===== src/logic/scan_reg_consts.svh =====
// constants for the scan and regulator configuration bank
`ifndef SCAN_REG_CONSTS_SVH
`define SCAN_REG_CONSTS_SVH

// register offsets
`define ADDR_SCAN_CFG 8'h00
`define ADDR_LEVELS 8'h01
`define ADDR_PRE_REG 8'h02
`define ADDR_WDOG 8'h03
`define ADDR_STATUS 8'h04

// reset values and writable masks
`define SCAN_CFG_RST 8'h02
`define LEVELS_RST 8'h00
`define PRE_REG_RST 8'h00
`define WDOG_RST 8'h00
`define SCAN_MASK 8'h3f
`define PRE_REG_MASK 8'h03
`define WDOG_MASK 8'h3f

// scan configuration fields
`define BAL_HI 5
`define BAL_LO 4
`define IDLE_HI 3
`define IDLE_LO 2
`define WAKE_HI 1
`define WAKE_LO 0
`define WAKE_RST_CODE 2'h2

// regulator configuration fields
`define R2V_HI 7
`define R2V_LO 5
`define R2EN 4
`define R1V_HI 3
`define R1V_LO 1
`define R1EN 0
`define PRE_EN 0

// level codes and their output in millivolts
`define LVL_2V5 3'h4
`define LVL_3V0 3'h5
`define LVL_3V3 3'h6
`define LVL_5V0 3'h7
`define MV_1V8 13'h708
`define MV_2V5 13'h9c4
`define MV_3V0 13'hbb8
`define MV_3V3 13'hce4
`define MV_5V0 13'h1388

// watchdog action fields and codes
`define ACT_HI 5
`define ACT_LO 4
`define TIME_HI 3
`define TIME_LO 0
`define ACT_NONE 2'h0
`define ACT_OFF 2'h1
`define ACT_TOGGLE 2'h2
`define ACT_RSVD 2'h3

// status bit positions
`define ST_R1_ON 0
`define ST_R2_ON 1
`define ST_TOG_WAIT 2
`define ST_CC_PEND 3
`define ST_CNT_HI 7
`define ST_CNT_LO 4

// timing: fastest wake conversion period and clock rate
`define WAKE_BASE_MS 6
`define CLK_HZ 100000000
`define WAKE_UNITS_MAX 4'h8

`endif


===== src/logic/scan_reg_pkg.sv =====
// types for the scan and regulator configuration bank
package scan_reg_pkg;

    // one register bus request
    typedef struct packed
    {
        logic [7:0] addr;
        logic [7:0] wdata;
        logic wr;
        logic rd;
    } bus_req_t;

    // watchdog power-cycle sequencer
    typedef enum logic [0:0] {tog_idle, tog_wait} tog_state_t;

    // complete state of the bank
    typedef struct packed
    {
        logic [7:0] scan_cfg;
        logic [7:0] levels;
        logic [7:0] pre_reg;
        logic [7:0] wdog;
        logic [7:0] rdata;
        logic first_on;
        logic second_on;
        tog_state_t tog;
        logic [3:0] off_left;
        logic [2:0] cc_left;
        logic [19:0] wake_cyc;
        logic [3:0] wake_units;
        logic wake_start;
        logic [12:0] first_mv;
        logic [12:0] second_mv;
    } state_t;

endpackage


===== src/logic/scan_and_regulator_config.sv =====
// scan slowdown, wake rate and regulator control register bank
`timescale 1ns/100ps
`include "scan_reg_consts.svh"
// Functional notes
// - balancing slowdown inserts current-only measurements
// - idle slowdown field applies without balancing
// - sleep wake conversion 48/24/12/6 ms, reset 2
// - second regulator level follows code mapping
// - second default enable reapplied at initialisation
// - first regulator level uses same mapping
// - first default enable reapplied at initialisation
// - pre-regulator follows its enable bit
// - watchdog trip: none, off, or power cycle
// - off time zero permanent, else seconds
module scan_and_regulator_config #(
    parameter int WAKE_BASE_CYCLES = `WAKE_BASE_MS * (`CLK_HZ / 1000)
) (
    input wire logic sys_clk,
    input wire logic srst,
    input wire scan_reg_pkg::bus_req_t bus_req,
    output logic [7:0] bus_rdata,
    input wire logic balancing_active,
    input wire logic scan_loop_done,
    input wire logic cc_meas_done,
    input wire logic sleep_mode,
    input wire logic init_pulse,
    input wire logic host_watchdog_trip,
    input wire logic second_tick,
    output logic cc_only_pending,
    output logic wake_conv_start,
    output logic first_regulator_on,
    output logic second_regulator_on,
    output logic [12:0] first_regulator_mv,
    output logic [12:0] second_regulator_mv,
    output logic pre_regulator_on
);

    // ------------------------------------------------------------
    // state and helpers
    // ------------------------------------------------------------

    localparam logic [19:0] WAKE_LAST = 20'(WAKE_BASE_CYCLES - 1); // last cycle of 6 ms

    scan_reg_pkg::state_t s_r; // registered state
    scan_reg_pkg::state_t s_nxt; // next state
    logic [1:0] slow_sel; // active slowdown code
    logic [1:0] wake_code; // wake rate code
    logic [3:0] units_need; // 6 ms units per conversion
    logic [1:0] act; // watchdog action code
    logic [3:0] off_time; // watchdog off duration

    // level code to millivolts; codes below 4 all give 1.8 V
    function automatic logic [12:0] level_mv(input logic [2:0] code);
        logic [12:0] mv;
        mv = `MV_1V8;
        case (code)
            `LVL_2V5: mv = `MV_2V5;
            `LVL_3V0: mv = `MV_3V0;
            `LVL_3V3: mv = `MV_3V3;
            `LVL_5V0: mv = `MV_5V0;
            default: mv = `MV_1V8;
        endcase
        return mv;
    endfunction

    // ------------------------------------------------------------
    // next-state logic
    // ------------------------------------------------------------

    // one process computes every next value
    always_comb
    begin
        s_nxt = s_r;
        s_nxt.wake_start = 1'b0;
        s_nxt.rdata = 8'h00;
        act = s_r.wdog[`ACT_HI:`ACT_LO];
        off_time = s_r.wdog[`TIME_HI:`TIME_LO];
        wake_code = s_r.scan_cfg[`WAKE_HI:`WAKE_LO];
        units_need = `WAKE_UNITS_MAX >> wake_code;
        // balancing picks its own field, otherwise the idle one
        if (balancing_active)
        begin
            slow_sel = s_r.scan_cfg[`BAL_HI:`BAL_LO];
        end
        else
        begin
            slow_sel = s_r.scan_cfg[`IDLE_HI:`IDLE_LO];
        end

        // register writes; reserved bits are masked to zero
        if (bus_req.wr)
        begin
            case (bus_req.addr)
                `ADDR_SCAN_CFG: s_nxt.scan_cfg = bus_req.wdata & `SCAN_MASK;
                `ADDR_LEVELS: s_nxt.levels = bus_req.wdata;
                `ADDR_PRE_REG: s_nxt.pre_reg = bus_req.wdata & `PRE_REG_MASK;
                `ADDR_WDOG: s_nxt.wdog = bus_req.wdata & `WDOG_MASK;
                default: s_nxt.rdata = 8'h00; // unmapped write ignored
            endcase
        end

        // register reads; data stand in the next cycle only
        if (bus_req.rd)
        begin
            case (bus_req.addr)
                `ADDR_SCAN_CFG: s_nxt.rdata = s_r.scan_cfg;
                `ADDR_LEVELS: s_nxt.rdata = s_r.levels;
                `ADDR_PRE_REG: s_nxt.rdata = s_r.pre_reg;
                `ADDR_WDOG: s_nxt.rdata = s_r.wdog;
                `ADDR_STATUS:
                begin
                    s_nxt.rdata[`ST_R1_ON] = s_r.first_on;
                    s_nxt.rdata[`ST_R2_ON] = s_r.second_on;
                    s_nxt.rdata[`ST_TOG_WAIT] = (s_r.tog == scan_reg_pkg::tog_wait);
                    s_nxt.rdata[`ST_CC_PEND] = (s_r.cc_left != 3'h0);
                    s_nxt.rdata[`ST_CNT_HI:`ST_CNT_LO] = s_r.off_left;
                end
                default: s_nxt.rdata = 8'h00; // unmapped reads zero
            endcase
        end

        // after each voltage and temperature loop, queue 2^code - 1
        // current-only slots; each finished slot retires one
        if (scan_loop_done)
        begin
            s_nxt.cc_left = 3'((4'h1 << slow_sel) - 4'h1);
        end
        else if (cc_meas_done && (s_r.cc_left != 3'h0))
        begin
            s_nxt.cc_left = s_r.cc_left - 3'h1;
        end

        // wake comparator conversions only run in sleep
        if (!sleep_mode)
        begin
            s_nxt.wake_cyc = 20'h00000;
            s_nxt.wake_units = 4'h0;
        end
        else if (s_r.wake_cyc == WAKE_LAST)
        begin
            s_nxt.wake_cyc = 20'h00000;
            // a conversion every units_need periods of 6 ms
            if (s_r.wake_units >= units_need - 4'h1)
            begin
                s_nxt.wake_units = 4'h0;
                s_nxt.wake_start = 1'b1;
            end
            else
            begin
                s_nxt.wake_units = s_r.wake_units + 4'h1;
            end
        end
        else
        begin
            s_nxt.wake_cyc = s_r.wake_cyc + 20'h00001;
        end

        // initialisation reapplies the stored default enables
        if (init_pulse)
        begin
            s_nxt.first_on = s_r.levels[`R1EN];
            s_nxt.second_on = s_r.levels[`R2EN];
            s_nxt.tog = scan_reg_pkg::tog_idle;
            s_nxt.off_left = 4'h0;
        end
        else
        begin
            // power-cycle countdown in whole seconds
            unique case (s_r.tog)
                scan_reg_pkg::tog_idle:
                begin
                    s_nxt.off_left = 4'h0;
                end
                scan_reg_pkg::tog_wait:
                begin
                    if (second_tick)
                    begin
                        if (s_r.off_left == 4'h1)
                        begin
                            s_nxt.first_on = 1'b1;
                            s_nxt.second_on = 1'b1;
                            s_nxt.tog = scan_reg_pkg::tog_idle;
                            s_nxt.off_left = 4'h0;
                        end
                        else
                        begin
                            s_nxt.off_left = s_r.off_left - 4'h1;
                        end
                    end
                end
            endcase
        end

        // an off or power-cycle trip overrides initialisation in the same cycle; none and reserved leave it alone
        if (host_watchdog_trip)
        begin
            case (act)
                `ACT_OFF:
                begin
                    s_nxt.first_on = 1'b0;
                    s_nxt.second_on = 1'b0;
                    s_nxt.tog = scan_reg_pkg::tog_idle;
                    s_nxt.off_left = 4'h0;
                end
                `ACT_TOGGLE:
                begin
                    s_nxt.first_on = 1'b0;
                    s_nxt.second_on = 1'b0;
                    // zero duration means stay off for good
                    if (off_time == 4'h0)
                    begin
                        s_nxt.tog = scan_reg_pkg::tog_idle;
                        s_nxt.off_left = 4'h0;
                    end
                    else
                    begin
                        s_nxt.tog = scan_reg_pkg::tog_wait;
                        s_nxt.off_left = off_time;
                    end
                end
                default: s_nxt.off_left = s_nxt.off_left;
            endcase
        end

        // level outputs decoded from the stored codes
        s_nxt.first_mv = level_mv(s_r.levels[`R1V_HI:`R1V_LO]);
        s_nxt.second_mv = level_mv(s_r.levels[`R2V_HI:`R2V_LO]);
    end

    // ------------------------------------------------------------
    // state register
    // ------------------------------------------------------------

    // synchronous reset to the power-on defaults
    always_ff @(posedge sys_clk)
    begin
        if (srst)
        begin
            s_r <= '0;
            s_r.scan_cfg <= `SCAN_CFG_RST;
            s_r.levels <= `LEVELS_RST;
            s_r.pre_reg <= `PRE_REG_RST;
            s_r.wdog <= `WDOG_RST;
            s_r.tog <= scan_reg_pkg::tog_idle;
            s_r.first_mv <= `MV_1V8;
            s_r.second_mv <= `MV_1V8;
        end
        else
        begin
            s_r <= s_nxt;
        end
    end

    // ------------------------------------------------------------
    // outputs
    // ------------------------------------------------------------

    assign bus_rdata = s_r.rdata;
    assign cc_only_pending = (s_r.cc_left != 3'h0);
    assign wake_conv_start = s_r.wake_start;
    assign first_regulator_on = s_r.first_on;
    assign second_regulator_on = s_r.second_on;
    assign first_regulator_mv = s_r.first_mv;
    assign second_regulator_mv = s_r.second_mv;
    assign pre_regulator_on = s_r.pre_reg[`PRE_EN];
endmodule


===== config.mk =====
export PLATFORM = sky130hd
export DESIGN_NAME = scan_and_regulator_config
export DESIGN_NICKNAME = d
export VERILOG_FILES = /design/src/logic/scan_reg_pkg.sv /design/src/logic/scan_and_regulator_config.sv
export VERILOG_INCLUDE_DIRS = /design/src /design/src/logic
export SDC_FILE = /design/constraint.sdc
export NUM_CORES = 1
export LEC_CHECK = 0
export BUFFER_PORTS_ARGS = -buffer_cell sky130_fd_sc_hd__buf_4
export CORE_MARGIN = 4
export CORE_UTILIZATION = 49
export CTS_CLUSTER_SIZE = 12
export DETAILED_ROUTE_END_ITERATION = 12
export PLACE_DENSITY = 0.76
export SLEW_MARGIN = 10
export SYNTH_ARGS = -nofsm -noshare
export SYNTH_HDL_FRONTEND = slang
export SYNTH_SLANG_ARGS = --single-unit

===== constraint.sdc =====
create_clock -name sys_clk -period 4.7 [get_ports sys_clk]
set_input_delay 0.235 -clock sys_clk [delete_from_list [all_inputs] [get_ports sys_clk]]
set_output_delay 0.235 -clock sys_clk [all_outputs]
set_load 0.05 [all_outputs]

# Yosys cells after proc, flatten, opt, wreduce, memory -nomap -nowiden
# Cells that the tools add are included.
# totals
regBits	91
inputBits	27
output_inout_bits	39
# op_classes
n_addsub	6
magnitude_cmp	1
n_eq_ne	16
n_shift	2
muxes	19
n_bitwise	3
reduce_logical	12
# op_table
op	n
case mux 13 bit (4 select lines)	2
case mux 8 bit (5 select lines)	1
== test 3 bit (second input constant)	8
2-to-1 mux 7 bit	3
adder 20 x 1 -> 20 bit (second input constant)	1
== test 20 bit (second input constant)	1
== test 8 x 2 -> 1 bit (second input constant)	2
case mux 4 bit (2 select lines)	2
2-to-1 mux 3 bit	4
== test 8 x 1 -> 1 bit (second input constant)	1
== test 8 x 3 -> 1 bit (second input constant)	1
zero test 8 bit	1
2-to-1 mux 4 bit	2
2-to-1 mux 8 bit	1
AND reduction 2 bit	4
subtractor 4 x 1 -> 4 bit (second input constant)	2
case mux 3 bit (2 select lines)	1
OR reduction 3 bit	2
subtractor 3 x 1 -> 3 bit (second input constant)	2
2-to-1 mux 5 bit	1
adder 4 x 1 -> 4 bit (second input constant)	1
== test 4 x 1 -> 1 bit (second input constant)	1
>= comparator 4 bit	1
zero test 4 bit	1
11 further kinds	13

# Depth between registers and ports, before layout
# logic_depth
ltp_word	7
mapped_depth	8
mapped_depth_nobuf	8

# Least setup slack after synthesis
# Ideal clock, no wire load.
# synth_path
path_type	reg2reg
start	reg s_r[53] (netlist bit)
end	reg s_r, in the netlist bus_rdata[3]
setup_ps	125
arrival_ps	1463
t_required_ps	4575
slack_ps	3112
path_stages_with_launch	6
cell_sequence	dfxtp_1 or3_1 mux2i_1 a2bb2oi_1 o21ai_0 nor2b_1
# synth_between
elab_chain_len	3
# synth_rtl
item	line	source
start: declaration	scan_and_regulator_config.sv:44	scan_reg_pkg::state_t s_r;
start signal: assignment	scan_and_regulator_config.sv:250	s_r <= s_nxt;
nonzero test 3 bit	n/a	
net cc_only_pending	scan_and_regulator_config.sv:29	output logic cc_only_pending,
case mux 8 bit (5 select lines)	scan_and_regulator_config.sv:105	case (bus_req.addr)
2-to-1 mux 8 bit	scan_and_regulator_config.sv:103	if (bus_req.rd)
# The timed path passes the listed nets, and every way through them passes these cells.
# A chain may end at the register's enable or synchronous reset.

# Worst setup path in the final report
# layout_path
start	reg s_r[97] (netlist bit)
end	reg s_r[53] (netlist bit)
# layout_between
elab_chain_len	4
# layout_rtl
item	line	source
2-to-1 mux 2 bit	scan_and_regulator_config.sv:81	if (balancing_active)
left shift 1 x 2 -> 3 bit	scan_and_regulator_config.sv:126	s_nxt.cc_left = 3'((4'h1 << slow_sel) - 4'h1);
subtractor 3 x 1 -> 3 bit	scan_and_regulator_config.sv:126	
2-to-1 mux 3 bit	scan_and_regulator_config.sv:124	if (scan_loop_done)
# Every way passes these cells.

==> impl_metrics.tcl <==
set metrics [dict create \
    clk_pin_slew_ns 0.09 \
    cts_buffer_depth 2 \
    n_fill_cell 712 \
    grt_pass1_wl_um 11990 \
    ys_seq_area_frac 0.4330 \
    switching_share 0.2638 \
    drv_cap 0 \
    grt_pass1_vias 2649 \
    place_inst 543 \
    fin_crit_ns 1.754 \
    dieArea_mm2 0.009311 \
    synth_top_cell_by_area "dfxtp_1" \
    routabilityCongestion 0.8917 \
    grt_overflow 0 \
    synthTopCellsByArea "dfxtp_1, mux2i_1, nor2_1" \
    dr_total_vias 2867 \
    clkLatencyLatePin_ns 0.36 \
    drive_above_1_share 0.1969 \
    critPathKind "reg -> reg" \
    synth_area_mm2 0.003837 \
    antenna_found_initial 0 \
    design.core.area_mm2 0.007687 \
    period_share 0.3732 \
    grt_max_degree 37 \
    rsz0062_at_grt "false" \
    cp-end-kind "register" \
    antenna_left 0 \
    synthCells 425 \
    worst_pin_slew_ns 0.6410 \
    htreeDepth 3 \
    seqCellArea_mm2 0.001662 \
    synthArstFlopShare 0 \
    io_buffers 61 \
    initialDrtViolationCount 171 \
    postCtsHoldBufs 0 \
    remaining_drc_errors 0 \
    fin_tns_setup_ns 0 \
    comb_power_share 0.066 \
    final_cells 559 \
    status "complete, no violations" \
    finalPower_mw 1.284 \
    synth_top_area_frac 0.4330 \
    hpwlAfterDp_um 5587 \
    dr.max_layer_used "met4" \
    cts_resized 0 \
    cp.arrival_ns 2.02 \
    path_max_fanout 3 \
    wirelength_um 7380 \
    cts_tree "done" \
    clockPowerShare 0.381 \
    p_leak_nw 1.837 \
    vdd_ir_drop_max_uv 149.3 \
    yosys_most_used_dff "dfxtp_1" \
    cts_made_buffers 9 \
    synth-edff-count 0 \
    drt-wirelength-per-cell_um 13.20 \
    cts-root-buf "clkbuf_8" \
    path_cells "mux2_2, and3_1, a21oi_1, ha_1, nand2_1, nor3_1, a211oi_1, a211oi_1" \
    met2_length_um 3269 \
    yosysWarnings 0 \
    switchingPower_mw 0.3389 \
    max_slew_margin 0.5666 \
    crit_slowest_cell "dfxtp_1" \
    slew_violations 0 \
    hold_violations 0 \
    synth_cell_types 46 \
    start_util 0.4992 \
    final_nets 489 \
    setup_viol 0 \
    die_height_um 96.50 \
    clkSinkCount 83 \
    multiInputGateArea_mm2 0.001804 \
    power_density_mw_per_mm2 299.1 \
    ios 66 \
    cp_slowest_stage_delay_ns 0.34 \
    startpoint_type "register" \
    cp.required_ns 4.97 \
    core.rowCount 32 \
    hold_class "in -> reg" \
    synth.avg_cell_area_um2 9.029 \
    skew_ns 0.01239 \
    cp_common_cell "a211oi_1" \
    die-width_um 96.50 \
    p_int_mw 0.9455 \
    drt-met1-wl_um 3484 \
    met3WireLength_um 528 \
    post_cts_buffers 0 \
    ys_ff_latch 83 \
    diodes 0 \
    synthToLayoutAreaGrowth_pct 11.90 \
    clock.fmax_mhz 570.1 \
    viasPerCell 5.129 \
    first_pass_iters 4 \
    track_usage 0.1653 \
    seq_power_share 0.553 \
]
[stage by stage]
step / hold slack, ns / setup slack [ns] / util / cell area [um2]
after floorplan: 0.3340 / 3.112 / - / 3849
after global placement: 0.4286 / 2.983 / 0.5339 / 4104
after detailed placement: 0.4477 / 2.893 / 0.5339 / 4104
after CTS: 0.08659 / 2.952 / 0.5586 / 4294
after global routing: 0.1033 / 2.766 / 0.5586 / 4294
final: 0.1082 / 2.946 / 0.5586 / 4294
[critical path: cells and delay by family (launching register included)]
family                   cells  cell delay [ns]
AND/OR/NAND/NOR              3             0.43
AO/OA/AOI/OAI                3             0.41
flip-flops                   1             0.34
multiplexers                 1             0.28
adder cells (fa/ha/maj)      1             0.21
[registers in the layout (all words and copies together), names as in the netlist]
register and flops:
wake_conv_start 1, off_time 4, second_regulator_mv 9, second_regulator_on 1, s_r 47, first_regulator_on 1, first_regulator_mv 9, bus_rdata 8
pre_regulator_on 1, act 2
[synth_stat cells, types with 2 or more instances]
library cell	n
dfxtp_1	83
nor2_1	71
buf_4	34
mux2i_1	30
nand3_1	20
a21oi_1	17
nand2_1	17
inv_1	14
xnor2_1	13
nand2b_1	11
ha_1	10
nor3_1	10
and3_1	9
xor2_1	9
a22oi_1	7
nor2b_1	7
clkbuf_1	6
o21ai_0	6
buf_2	5
nand4_1	4
nor4_2	3
nor4b_1	3
o21a_1	3
a211o_1	2
a211oi_1	2
and2_1	2
buf_6	2
conb_1	2
nand3_2	2
o22a_1	2
o311a_1	2
or2_2	2
or3_1	2
[layout make-up]
cell class	instances	share of cell area
inverters	14	0.01224
repair buffers	61	0.1066
clock buffers	9	0.02885
multi-input cells	283	0.4202
well taps	102	0.02972
flip-flops and latches	83	0.3869
clock inverters	7	0.01544
[power groups by stage]
stage | clock network [mW] | registers (mW) | logic (mW)
finish | 0.489 | 0.710 | 0.0849
global route | 0.531 | 0.711 | 0.0920
CTS | 0.502 | 0.710 | 0.0849
detailed placement | 0 | 0.727 | 0.0847
global placement | 0 | 0.726 | 0.0828
floorplan | 0 | 0.728 | 0.0525
[layout by cell type, fill, tap and decap left out, types with 5 or more instances in the layout]
cell type / count
nand3_1: 20
inv_1: 14
xor2_1: 9
ha_1: 10
xnor2_1: 13
conb_1: 5
clkbuf_8: 9
a22oi_1: 7
a21oi_1: 17
nand2b_1: 11
mux2i_1: 30
nor2_1: 71
nor2b_1: 7
nand2_1: 17
buf_4: 61
and3_1: 9
dfxtp_1: 83
nor3_1: 10
o21ai_0: 6
[cells by family (layout without fill, tap and decap cells)]
group | count (synthesis) | count (layout) | share of synthesized area
AND/OR/NAND/NOR | 173 | 173 | 0.2312
other | 2 | 5 | 0.001957
AO/OA/AOI/OAI | 42 | 42 | 0.07010
multiplexers | 31 | 31 | 0.08119
XOR/XNOR | 22 | 22 | 0.05021
buffers and inverters | 62 | 91 | 0.09977
adder cells (fa/ha/maj) | 10 | 10 | 0.03261
flip-flops | 83 | 83 | 0.4330
[metal layers]
metal / vias to the layer above / global-route usage
li1: 1451 / -
met1: 1316 / 0.2176
met2: 91 / 0.2598
met3: 9 / 0.04415
met4: 0 / 0.06192
met5: - / 0
[worst paths after layout]
check	start	endpoint	slack, ns	cells past startpoint
worst max-delay path	s_r[97]	s_r[53]	2.95	8
worst min-delay path	scan_loop_done	s_r[53]	0.11	2
worst max register to register	s_r[97]	s_r[53]	2.95	8
worst min register to register	s_r[31]	s_r[31]	0.46	1
No activity file was read; power rests on OpenSTA's default activity.
